$ cat src/core/strf_defs.vh
// Purpose: shared constants for the transmit-ready flag block
// Assumes: APB with 32-bit data, one aligned word per register
// Notes: offsets are byte addresses
`ifndef STRF_DEFS_VH
`define STRF_DEFS_VH
// ****************************************
// register offsets
// ****************************************
`define STRF_OFF_WORD_LOW 12'h000
`define STRF_OFF_WORD_HIGH 12'h004
`define STRF_OFF_CTRL2 12'h008
`define STRF_OFF_CONFIG 12'h00C
// ****************************************
// field positions
// ****************************************
`define STRF_CTRL2_RDY_BIT 1
`define STRF_CTRL2_EVSEL_LO 4
`define STRF_CTRL2_EVSEL_HI 5
`define STRF_CTRL2_BUSY_BIT 8
`define STRF_CTRL2_STUCK_BIT 9
`define STRF_CTRL2_XEN_BIT 0
// ****************************************
// values
// ****************************************
`define STRF_EVSEL_RDY 2'h0
`define STRF_EVSEL_DONE 2'h1
`define STRF_EVSEL_OFF 2'h3
`define STRF_CFG_RESET 8'h1F
`define STRF_BITCNT_W 6
`define STRF_WORD_BITS 6'h20
`define STRF_CNT_ONE 6'h01
`define STRF_CNT_ZERO 6'h00
`endif

$ cat src/core/strf_top.v
// Purpose: transmit data register with ready flag, defect reproduced
// Assumes: APB slave, zero wait states, one clock pclk at 100 MHz
// Notes: the same-cycle set/clear collision is kept on purpose
`timescale 1ns/10ps
`default_nettype none
`include "strf_defs.vh"
module strf_top (
	// apb
	input wire pclk,
	input wire presetn,
	input wire psel,
	input wire penable,
	input wire pwrite,
	input wire [11:0] paddr,
	input wire [31:0] pwdata,
	output reg [31:0] prdata,
	output reg pready,
	output reg pslverr,
	// event and serial out
	output reg tx_event,
	output reg tx_data
);
	// ****************************************
	// registers
	// ****************************************
	reg [15:0] tx_word_low;
	reg [15:0] tx_word_high;
	reg tx_ready_flag;
	reg stuck;
	reg tx_enable;
	reg [1:0] tx_event_select;
	reg [7:0] bit_period;

	// state machine and next values
	reg [1:0] state;
	reg [1:0] next_state;
	reg [31:0] next_prdata;
	reg next_event;

	// bus qualifiers and decode
	wire setup;
	wire acc;
	wire wr_acc;
	wire rd_setup;
	wire sel_low;
	wire sel_high;
	wire sel_ctrl;
	wire sel_cfg;
	wire hit;
	wire wr_low;

	// shifter hand-over
	wire pending;
	wire move;
	wire collide;
	wire sh_busy;
	wire sh_done;
	wire sh_out;

	// ****************************************
	// address decode
	// ****************************************
	assign setup = psel & ~penable;
	assign acc = psel & penable;
	assign wr_acc = acc & pwrite;
	assign rd_setup = setup & ~pwrite;
	assign sel_low = (paddr == `STRF_OFF_WORD_LOW);
	assign sel_high = (paddr == `STRF_OFF_WORD_HIGH);
	assign sel_ctrl = (paddr == `STRF_OFF_CTRL2);
	assign sel_cfg = (paddr == `STRF_OFF_CONFIG);
	// unaligned and unlisted addresses miss every select and get pslverr
	assign hit = sel_low | sel_high | sel_ctrl | sel_cfg;
	assign wr_low = wr_acc & sel_low;

	// ****************************************
	// ready flag state machine
	// ****************************************
	// ready: flag set; pending: a word waits; stuck: collision dropped it
	localparam ST_READY = 2'h0;
	localparam ST_PENDING = 2'h1;
	localparam ST_STUCK = 2'h2;

	assign pending = (state == ST_PENDING);

	always @* begin
		next_state = state;
		case (state)
			ST_READY: begin
				// a low write always clears the flag
				if (wr_low) begin
					next_state = ST_PENDING;
				end
			end
			ST_PENDING: begin
				if (collide) begin
					// the defect: clear wins and the new word is lost
					next_state = ST_STUCK;
				end else if (wr_low) begin
					// a write over a waiting word keeps it waiting
					next_state = ST_PENDING;
				end else if (move) begin
					next_state = ST_READY;
				end
			end
			ST_STUCK: begin
				// no way out but a fresh low write, however long that takes
				if (wr_low) begin
					next_state = ST_PENDING;
				end
			end
			default: begin
				next_state = ST_READY;
			end
		endcase
	end

	// state resets to ready: an empty port accepts a word
	always @(posedge pclk or negedge presetn) begin
		if (!presetn) begin
			state <= ST_READY;
		end else begin
			state <= next_state;
		end
	end

	// flag and stuck bit are registered copies so reads see no glitch
	always @(posedge pclk or negedge presetn) begin
		if (!presetn) begin
			tx_ready_flag <= 1'b1;
		end else begin
			tx_ready_flag <= (next_state == ST_READY);
		end
	end

	always @(posedge pclk or negedge presetn) begin
		if (!presetn) begin
			stuck <= 1'b0;
		end else begin
			stuck <= (next_state == ST_STUCK);
		end
	end

	// ****************************************
	// transfer to shifter
	// ****************************************
	// transfer waits for an idle shifter
	assign move = pending & tx_enable & ~sh_busy;
	// flagged collision: set and clear in the same cycle
	assign collide = move & wr_low;

	// the shifter takes the word only while idle, as move demands
	strf_shifter u_shift (
		.pclk(pclk),
		.presetn(presetn),
		.load(move),
		.load_word({tx_word_high, tx_word_low}),
		.bit_period(bit_period),
		.busy(sh_busy),
		.done(sh_done),
		.tx_data(sh_out)
	);

	// ****************************************
	// apb registers
	// ****************************************
	// the upper half of pwdata is ignored; a word is {high, low}
	always @(posedge pclk or negedge presetn) begin
		if (!presetn) begin
			tx_word_low <= 16'h0000;
		end else if (wr_acc & sel_low) begin
			tx_word_low <= pwdata[15:0];
		end
	end

	// write the high half first: only the low write arms a transfer
	always @(posedge pclk or negedge presetn) begin
		if (!presetn) begin
			tx_word_high <= 16'h0000;
		end else if (wr_acc & sel_high) begin
			tx_word_high <= pwdata[15:0];
		end
	end

	// enable and event select share the second control register
	always @(posedge pclk or negedge presetn) begin
		if (!presetn) begin
			tx_enable <= 1'b0;
			tx_event_select <= `STRF_EVSEL_RDY;
		end else if (wr_acc & sel_ctrl) begin
			tx_enable <= pwdata[`STRF_CTRL2_XEN_BIT];
			tx_event_select <=
				pwdata[`STRF_CTRL2_EVSEL_HI:`STRF_CTRL2_EVSEL_LO];
		end
	end

	// extra cycles per serial bit; zero gives one bit per clock
	always @(posedge pclk or negedge presetn) begin
		if (!presetn) begin
			bit_period <= `STRF_CFG_RESET;
		end else if (wr_acc & sel_cfg) begin
			bit_period <= pwdata[7:0];
		end
	end

	// ****************************************
	// read mux
	// ****************************************
	// read data is picked in setup and registered for the access cycle
	always @* begin
		next_prdata = 32'h00000000;
		if (rd_setup) begin
			if (sel_low) begin
				next_prdata = {16'h0000, tx_word_low};
			end else if (sel_high) begin
				next_prdata = {16'h0000, tx_word_high};
			end else if (sel_ctrl) begin
				// writers poll this before each word
				next_prdata[`STRF_CTRL2_XEN_BIT] = tx_enable;
				next_prdata[`STRF_CTRL2_RDY_BIT] = tx_ready_flag;
				next_prdata[`STRF_CTRL2_EVSEL_HI:`STRF_CTRL2_EVSEL_LO] =
					tx_event_select;
				next_prdata[`STRF_CTRL2_BUSY_BIT] = sh_busy;
				next_prdata[`STRF_CTRL2_STUCK_BIT] = stuck;
			end else if (sel_cfg) begin
				next_prdata = {24'h000000, bit_period};
			end
		end
	end

	// ****************************************
	// transmit event
	// ****************************************
	// event lets a flag-blind writer such as dma pace itself
	always @* begin
		next_event = 1'b0;
		if (tx_event_select == `STRF_EVSEL_RDY) begin
			next_event = tx_ready_flag;
		end else if (tx_event_select == `STRF_EVSEL_DONE) begin
			next_event = sh_done;
		end
	end

	// ****************************************
	// output registers
	// ****************************************
	// answer in the setup cycle so access has pready high: no wait
	always @(posedge pclk or negedge presetn) begin
		if (!presetn) begin
			pready <= 1'b0;
		end else begin
			pready <= setup;
		end
	end

	always @(posedge pclk or negedge presetn) begin
		if (!presetn) begin
			pslverr <= 1'b0;
		end else begin
			pslverr <= setup & ~hit;
		end
	end

	always @(posedge pclk or negedge presetn) begin
		if (!presetn) begin
			prdata <= 32'h00000000;
		end else begin
			prdata <= next_prdata;
		end
	end

	// the event lags the flag by one cycle
	always @(posedge pclk or negedge presetn) begin
		if (!presetn) begin
			tx_event <= 1'b0;
		end else begin
			tx_event <= next_event;
		end
	end

	// retimed so the pin comes straight from a flip-flop
	always @(posedge pclk or negedge presetn) begin
		if (!presetn) begin
			tx_data <= 1'b0;
		end else begin
			tx_data <= sh_out;
		end
	end
endmodule
`default_nettype wire

$ cat src/core/strf_shifter.v
// Purpose: transmit shift register that sends one 32-bit word msb first
// Assumes: one bit per pclk cycle times (config+1) cycles
// Notes: load is taken only while idle
`timescale 1ns/10ps
`default_nettype none
`include "strf_defs.vh"
module strf_shifter (
	// clock and reset
	input wire pclk,
	input wire presetn,
	// load side
	input wire load,
	input wire [31:0] load_word,
	input wire [7:0] bit_period,
	output reg busy,
	output reg done,
	// serial side
	output reg tx_data
);
	reg [31:0] shift;
	reg [`STRF_BITCNT_W-1:0] bits_left;
	reg [7:0] tick;
	always @(posedge pclk or negedge presetn) begin
		if (!presetn) begin
			shift <= 32'h00000000;
			bits_left <= `STRF_CNT_ZERO;
			tick <= 8'h00;
			busy <= 1'b0;
			done <= 1'b0;
			tx_data <= 1'b0;
		end else begin
			done <= 1'b0;
			if (!busy) begin
				if (load) begin
					shift <= {load_word[30:0], 1'b0};
					tx_data <= load_word[31];
					bits_left <= `STRF_WORD_BITS;
					tick <= bit_period;
					busy <= 1'b1;
				end
			end else if (tick != 8'h00) begin
				tick <= tick - 8'h01;
			end else if (bits_left == `STRF_CNT_ONE) begin
				bits_left <= `STRF_CNT_ZERO;
				busy <= 1'b0;
				done <= 1'b1;
				tx_data <= 1'b0;
			end else begin
				bits_left <= bits_left - `STRF_CNT_ONE;
				tx_data <= shift[31];
				shift <= {shift[30:0], 1'b0};
				tick <= bit_period;
			end
		end
	end
endmodule
`default_nettype wire

$ cat config.mk
export PLATFORM = sky130hd
export DESIGN_NAME = strf_top
export DESIGN_NICKNAME = d
export VERILOG_FILES = /design/src/core/strf_top.v /design/src/core/strf_shifter.v
export VERILOG_INCLUDE_DIRS = /design/src /design/src/core
export SDC_FILE = /design/constraint.sdc
export NUM_CORES = 1
export LEC_CHECK = 0
export BUFFER_PORTS_ARGS = -buffer_cell sky130_fd_sc_hd__buf_4
export CAP_MARGIN = 5
export CORE_MARGIN = 10
export CORE_UTILIZATION = 42
export CTS_CLUSTER_SIZE = 8
export DETAILED_ROUTE_END_ITERATION = 8
export PLACE_DENSITY_LB_ADDON = 0.1
export SYNTH_ARGS = -nofsm -noshare
export SYNTH_HDL_FRONTEND = slang
export SYNTH_SLANG_ARGS = --single-unit
$ cat constraint.sdc
create_clock -name pclk -period 2.2 [get_ports pclk]
set_input_delay 0.22 -clock pclk [delete_from_list [all_inputs] [get_ports pclk]]
set_output_delay 0.22 -clock pclk [all_outputs]
set_load 0.05 [all_outputs]
==> impl_metrics.py, run 1 <==
metrics = {
    "yosys": {
        "yosysTopAreaCellShare_pct": 49.6,
        "synth_seq_cells": 115,
        "synth_area_leader_cell": "dfrtp_1",
        "synthCells": 436,
        "ys_seq_area_share_pct": 52.5,
        "synth.distinct_cells": 58,
        "synth_flop_cell": "dfrtp_1",
        "yosysWarnings": 0,
        "synthTopCellsByArea": "dfrtp_1, mux2_2, dfstp_2, mux2i_1, buf_4",
        "synth_edf_count": 0,
        "synth.avg_cell_area_sq_um": 12.6,
        "async_flop_share_pct": 100,
        "synth_area_sq_mm": 0.00549,
    },
    "timing": {
        "relSlewSlack_pct": 62.3,
        "fin_crit_ns": 2.03,
        "worst_pin_slew_ns": 0.560,
        "hold_viol_final": 0,
        "setup_slack_ns": 0.170,
        "skew_ns": 0.00556,
        "finalMaxSlewViolations": 0,
        "max_freq_mhz": 493,
        "finalCritPeriodShare_pct": 92.3,
        "setup_viol_count_final": 0,
        "tns_ns": 0,
        "rsz0062_at_grt": "false",
    },
    "worst_setup_path": {
        "cp.required_ns": 2.54,
        "reg2reg_from": "u_shift.tick[0]",
        "crit_type": "reg2reg",
        "cp-start-kind": "flip-flop",
        "path_max_fanout": 9,
        "cp-startpoint": "u_shift.tick[0]",
        "arrival_ns": 2.37,
        "cp-end-kind": "flip-flop",
    },
    "route": {
        "drt-pass1-iter-count": 6,
        "finalWirelength_um": 12900,
        "ant_nets": 0,
        "vias_per_cell": 5.23,
        "route.vias.total": 3664,
        "wire_per_inst_um": 18.4,
        "drc": 0,
        "drt_iter0_drc": 233,
    },
    "global_routing": {
        "grt_pass1_wl_um": 20900,
        "grt_pass1_vias": 3918,
        "gr-usage-all-layers_pct": 14.9,
        "grt_overflow": 0,
        "grt_max_degree": 44,
        "antenna_found_initial": 0,
    },
    "power": {
        "pwr-share-clk_pct": 56.1,
        "peakVddDrop_mv": 0.531,
        "p_per_area_mw_per_mm2": 782,
        "power.total_mw": 5.35,
        "intPower_mw": 4.23,
        "comb_power_share_pct": 4.2,
        "p_leak_nw": 3.33,
        "seqPwrFrac_pct": 39.7,
        "switching_share_pct": 21.1,
        "power_switching_mw": 1.13,
    },
    "layout": {
        "drive_above_1_share_pct": 41.4,
        "area_growth_pct": 24.7,
        "nets": 570,
        "utilization_pct": 53.8,
        "diodes": 0,
        "fin_area_sq_mm": 0.00685,
    },
    "die": {
        "fp.dieW_um": 134,
        "core_sq_mm": 0.0127,
        "std_cell_rows": 41,
        "dieArea_sq_mm": 0.0181,
        "die_h_um": 134,
        "pin_count": 85,
        "initial_core_util_pct": 43.2,
    },
    "clock_tree": {
        "path_clk_slew_ns": 0.06,
        "h-tree-depth": 4,
        "clock_sinks": 115,
        "cts_setup_buffers": 0,
        "cts_buffer_depth": 2,
        "root_buffer": "clkbuf_16",
        "clk_latency_ns": 0.42,
        "cts_tree": "done",
        "cts_buffers": 17,
    },
    "placement": {
        "gp_congestion": 0.745,
        "placed_cell_area_sq_mm": 0.00617,
        "place_ws_ns": 0.125,
        "port_buffers": 52,
        "hpwl_um": 8960,
    },
    "run": {
        "maxCapViolations": 0,
    },
    "status": {
        "outcome": "completed",
    },
    "min_path": {
        "hold_path.class": "in2reg",
        "hp-start": "pwdata[13]",
    },
}
[Yosys cell counts (3+ instances only)]
cell / instances
a2111oi_0: 4
a21oi_1: 8
a31oi_1: 4
buf_4: 17
buf_6: 4
clkbuf_1: 7
dfrtp_1: 109
dfstp_2: 6
ha_1: 4
inv_1: 11
mux2_1: 10
mux2_2: 94
mux2i_1: 15
nand2_1: 19
nand2b_1: 6
nand3_1: 4
nand4_1: 3
nor2_1: 31
nor3_1: 7
o211ai_1: 6
o21ai_0: 11
o21bai_1: 3
o221ai_1: 4
o2bb2ai_1: 3
[metrics by stage]
stage / hold WS [ns] / std cells
floorplan: -0.0756 / 451
global placement: 0.244 / 668
detailed placement: 0.253 / 668
CTS: 0.0191 / 701
global route: 0.0205 / 701
finish: 0.0277 / 701
[flip-flops by register name, indices dropped and copies added, names as in the netlist, 2 cells and up]
register / cells
u_shift.shift: 31
prdata: 16
tx_word_high: 16
tx_word_low: 16
bit_period: 8
u_shift.tick: 8
u_shift.bits_left: 6
state: 2
tx_event_select: 2
[path summary, 6_finish.rpt]
path                       slack [ns]  depth (start not counted)              endpoint
min in group asynchronous        0.34                          2  u_shift.bits_left[4]
min                              0.03                          2       tx_word_low[13]
max in group asynchronous        1.13                          3         bit_period[3]
max reg2reg                      0.17                          8       u_shift.tick[0]
max                              0.17                          8       u_shift.tick[0]
min reg2reg                      0.38                          0               tx_data
[power by group through the flow]
| stage | combinational (mW) | clock, mW | sequential, mW |
|---|---|---|---|
| 2_1_floorplan | 0.116 | 0 | 2.17 |
| 3_3_place_gp | 0.224 | 0 | 2.16 |
| 4_1_cts | 0.229 | 3.05 | 2.12 |
| 3_5_place_dp | 0.226 | 0 | 2.16 |
| 5_1_grt | 0.245 | 3.15 | 2.12 |
| 6_report | 0.225 | 3.01 | 2.12 |
[critical path, cell delays in order (launching register included)]
cell	delay, ns
dfrtp_1	0.41
inv_1	0.10
ha_1	0.17
nor4b_4	0.31
buf_4	0.20
nand4_2	0.26
nand2_2	0.22
inv_2	0.10
a31oi_1	0.17
[cells in the final DEF, fill, tap and decap left out, drive strengths merged, types with 5 or more instances in the layout]
cell / synthesis / final
dfstp: 6 / 6
nor2: 34 / 34
inv: 12 / 12
conb: 1 / 16
a21oi: 9 / 9
nor3: 8 / 8
nand2b: 6 / 6
nand3: 5 / 5
clkbuf: 7 / 24
nand2: 19 / 19
dfrtp: 109 / 109
o211ai: 6 / 6
mux2i: 15 / 15
mux2: 104 / 104
o21ai: 13 / 13
buf: 23 / 75
[layout make-up]
type | count | area, sq um
flip-flops and latches | 115 | 2890
multi-input cells | 293 | 2420
inverters | 13 | 48.8
clock buffers | 24 | 502
repair buffers | 77 | 633
clock inverters | 7 | 145
fillers | 1175 | 5870
well taps | 172 | 215
[logic make-up (layout without fill, tap and decap cells)]
group	after synthesis	count (layout)	share of synthesized area, %
adders and majority gates	4	4	0.911
buffers and inverters	43	121	4.69
other	1	16	0.0683
DFF	115	115	52.5
and+or+nand+nor	97	97	10.4
muxes	119	119	24.0
AOI/OAI and AO/OA	57	57	7.36
[layer usage]
metal  global-route usage [%]  part of all wire, %
met2                     24.0                   49
met4                     6.83                  1.3
met1                     18.0                   45
met3                     4.37                  5.0
met5                        0                    0
[repair_timing]
item                                   CTS  global route
setup endpoints to repair                0             8
resized for setup                        0             3
endpoints found under the hold margin   35             0
hold buffers                             2             0
(Power assumes the default switching activity.)
==> run 2: changes to the inputs <==
--- a/config.mk
+++ b/config.mk
@@ -12,6 +12,7 @@
 export CORE_UTILIZATION = 42
 export CTS_CLUSTER_SIZE = 8
 export DETAILED_ROUTE_END_ITERATION = 8
+export GPL_TIMING_DRIVEN = 0
 export PLACE_DENSITY_LB_ADDON = 0.1
 export SYNTH_ARGS = -nofsm -noshare
 export SYNTH_HDL_FRONTEND = slang
==> constraint.sdc (replaced) <==
create_clock -name pclk -period 2 [get_ports pclk]
set_input_delay 0.2 -clock pclk [delete_from_list [all_inputs] [get_ports pclk]]
set_output_delay 0.2 -clock pclk [all_outputs]
set_load 0.05 [all_outputs]
==> run 2 against run 1 <==
Against the previous run: the run now ends with negative setup slack left; sequential power up 10%; total power grew 5.9%; routed wire length is 9.0% higher; clock-buffer cell count did not move; cell count up 4.9%; critical path type unchanged; largest cell class unchanged; largest power group unchanged.
==> impl_metrics.py, run 2 (synthesized netlist as in run 1, its figures left out) <==
metrics = {
    "die": {
        "std_cell_rows": 41,
        "dieArea_sq_mm": 0.0181,
        "initial_core_util_pct": 43.2,
        "core_sq_mm": 0.0127,
        "fp.dieW_um": 134,
        "pin_count": 85,
        "die_h_um": 134,
    },
    "placement": {
        "port_buffers": 52,
        "dp_cells": 676,
        "place_ws_ns": -0.291,
        "gp_congestion": 0.778,
        "hpwl_um": 9540,
    },
    "global_routing": {
        "grt_max_degree": 77,
        "antenna_found_initial": 0,
        "grt_pass1_wl_um": 22500,
        "grt_pass1_vias": 4051,
        "gr-usage-all-layers_pct": 16.1,
        "grt_overflow": 0,
    },
    "timing": {
        "skew_ns": 0.00847,
        "max_freq_mhz": 488,
        "worst_pin_slew_ns": 0.810,
        "fin_crit_ns": 2.05,
        "hold_viol_final": 0,
        "finalMaxSlewViolations": 0,
        "finalCritPeriodShare_pct": 102,
        "tns_ns": -0.426,
        "setup_viol_count_final": 11,
        "rsz0062_at_grt": "true",
        "relSlewSlack_pct": 46.0,
        "setup_slack_ns": -0.0481,
    },
    "worst_setup_path": {
        "crit_type": "reg2reg",
        "cp-end-kind": "flip-flop",
        "r2r_cells": 8,
        "path_cells": "inv_1 -> ha_1 -> nor4b_4 -> and2b_2 -> o21ai_4 -> buf_6 -> buf_8 -> mux2_4",
        "cpPeakStageDelay_ns": 0.40,
        "cp-start-kind": "flip-flop",
        "arrival_ns": 2.35,
        "reg2reg_from": "u_shift.bits_left[1]",
        "critical_path.slowest_cell": "dfrtp_1",
        "cp.required_ns": 2.30,
        "reg2reg_slack_ns": -0.05,
        "reg2reg_to": "u_shift.shift[3]",
        "path_max_fanout": 5,
    },
    "min_path": {
        "min_to": "tx_word_low[12]",
        "hold_path.class": "in2reg",
        "hp-start": "pwdata[12]",
        "hold_path_depth": 2,
    },
    "power": {
        "power_switching_mw": 1.24,
        "switching_share_pct": 21.9,
        "power.total_mw": 5.67,
        "intPower_mw": 4.42,
        "peakVddDrop_mv": 0.673,
        "p_per_area_mw_per_mm2": 793,
        "pwr-share-clk_pct": 53.8,
        "seqPwrFrac_pct": 41.2,
        "p_leak_nw": 3.48,
        "comb_power_share_pct": 5.0,
    },
    "layout": {
        "fin_cells": 735,
        "final_common_cell": "dfrtp_1",
        "drive_above_1_share_pct": 45.3,
        "largest_reg_flops": 31,
        "fillCellCount": 1138,
        "diodes": 0,
        "layout_common_cells": "dfrtp_1, buf_4, mux2_2, nor2_1",
        "area_growth_pct": 30.2,
        "nets": 603,
        "max_flop_register": "u_shift.shift",
    },
    "clock_tree": {
        "path_clk_slew_ns": 0.05,
        "clock_sinks": 115,
        "root_buffer": "clkbuf_16",
        "cts_buffers": 17,
        "h-tree-depth": 4,
        "cts_buffer_depth": 2,
        "clk_latency_ns": 0.42,
        "cts_tree": "done",
    },
    "route": {
        "ant_nets": 0,
        "drc": 0,
        "finalWirelength_um": 14000,
        "drt-pass1-iter-count": 7,
        "drt_iter0_drc": 236,
        "route.vias.total": 3795,
        "vias_per_cell": 5.16,
        "wire_per_inst_um": 19.1,
    },
    "run": {
        "maxCapViolations": 0,
    },
    "status": {
        "violations": "negative setup slack",
        "outcome": "finished with violations",
    },
}
-- run 2: worst max path at each step --
stage / start / endpoint / slack (ns) / cells past startpoint
after floorplan: u_shift.tick[0] / u_shift.shift[13] / 0.06 / 7
after global placement: u_shift.tick[0] / u_shift.shift[5] / -0.25 / 7
after detailed placement: u_shift.tick[0] / u_shift.shift[3] / -0.29 / 7
after CTS: u_shift.tick[0] / u_shift.shift[15] / -0.02 / 8
after global routing: u_shift.bits_left[1] / u_shift.shift[8] / -0.12 / 8
final: u_shift.bits_left[1] / u_shift.shift[3] / -0.05 / 8
-- run 2: timing repair --
item | in CTS | in global routing
hold buffers | 7 | 0
hold endpoints to repair | 46 | 0
setup endpoints to repair | 42 | 39
gates cloned | 2 | 0
buffers inserted | 15 | 5
pin swaps | 4 | 1
gates resized for setup | 33 | 8
-- run 2: worst max-delay path: cells and delay by family, from the launching register on --
family	cells	cell delay [ns]
fa+ha+maj	1	0.21
compound gates	1	0.25
flops	1	0.40
simple gates	2	0.39
buf+inv	3	0.37
mux	1	0.30
-- run 2: layout make-up --
| class | count | area (sq um) | share of cell area (%) |
|---|---|---|---|
| Clock inverter | 8 | 98.8 | 1.38 |
| Buffer | 29 | 206 | 2.89 |
| Timing Repair Buffer | 81 | 661 | 9.24 |
| Sequential cell | 115 | 2890 | 40.4 |
| Clock buffer | 24 | 502 | 7.02 |
| Inverter | 13 | 50.0 | 0.700 |
| Multi-Input combinational cell | 293 | 2530 | 35.4 |
| Tap cell | 172 | 215 | 3.01 |
-- run 2: per-stage QoR --
stage / utilization (%) / hold WS (ns) / area (sq um)
after floorplan: - / -0.0956 / 5550
after global placement: 48.4 / 0.370 / 6160
after detailed placement: 48.6 / 0.145 / 6190
after CTS: 55.9 / 0.00162 / 7120
after global routing: 56.2 / 0.00941 / 7150
final: 56.2 / 0.0151 / 7150
-- run 2: metal layers --
layer  global-route usage, %  vias up  wire (um)
li1                        -     1781          -
met1                    19.4     1907       6220
met2                    26.7       85       7080
met3                    4.82       22        572
met4                    5.86        0        171
met5                       0        -          0
-- run 2: power by group through the flow --
stage          logic [mW]  registers, mW  clock network, mW
2_1_floorplan       0.127           2.38                  0
3_3_place_gp        0.267           2.38                  0
3_5_place_dp        0.276           2.38                  0
4_1_cts             0.288           2.34               3.10
5_1_grt             0.311           2.33               3.21
6_report            0.284           2.34               3.05
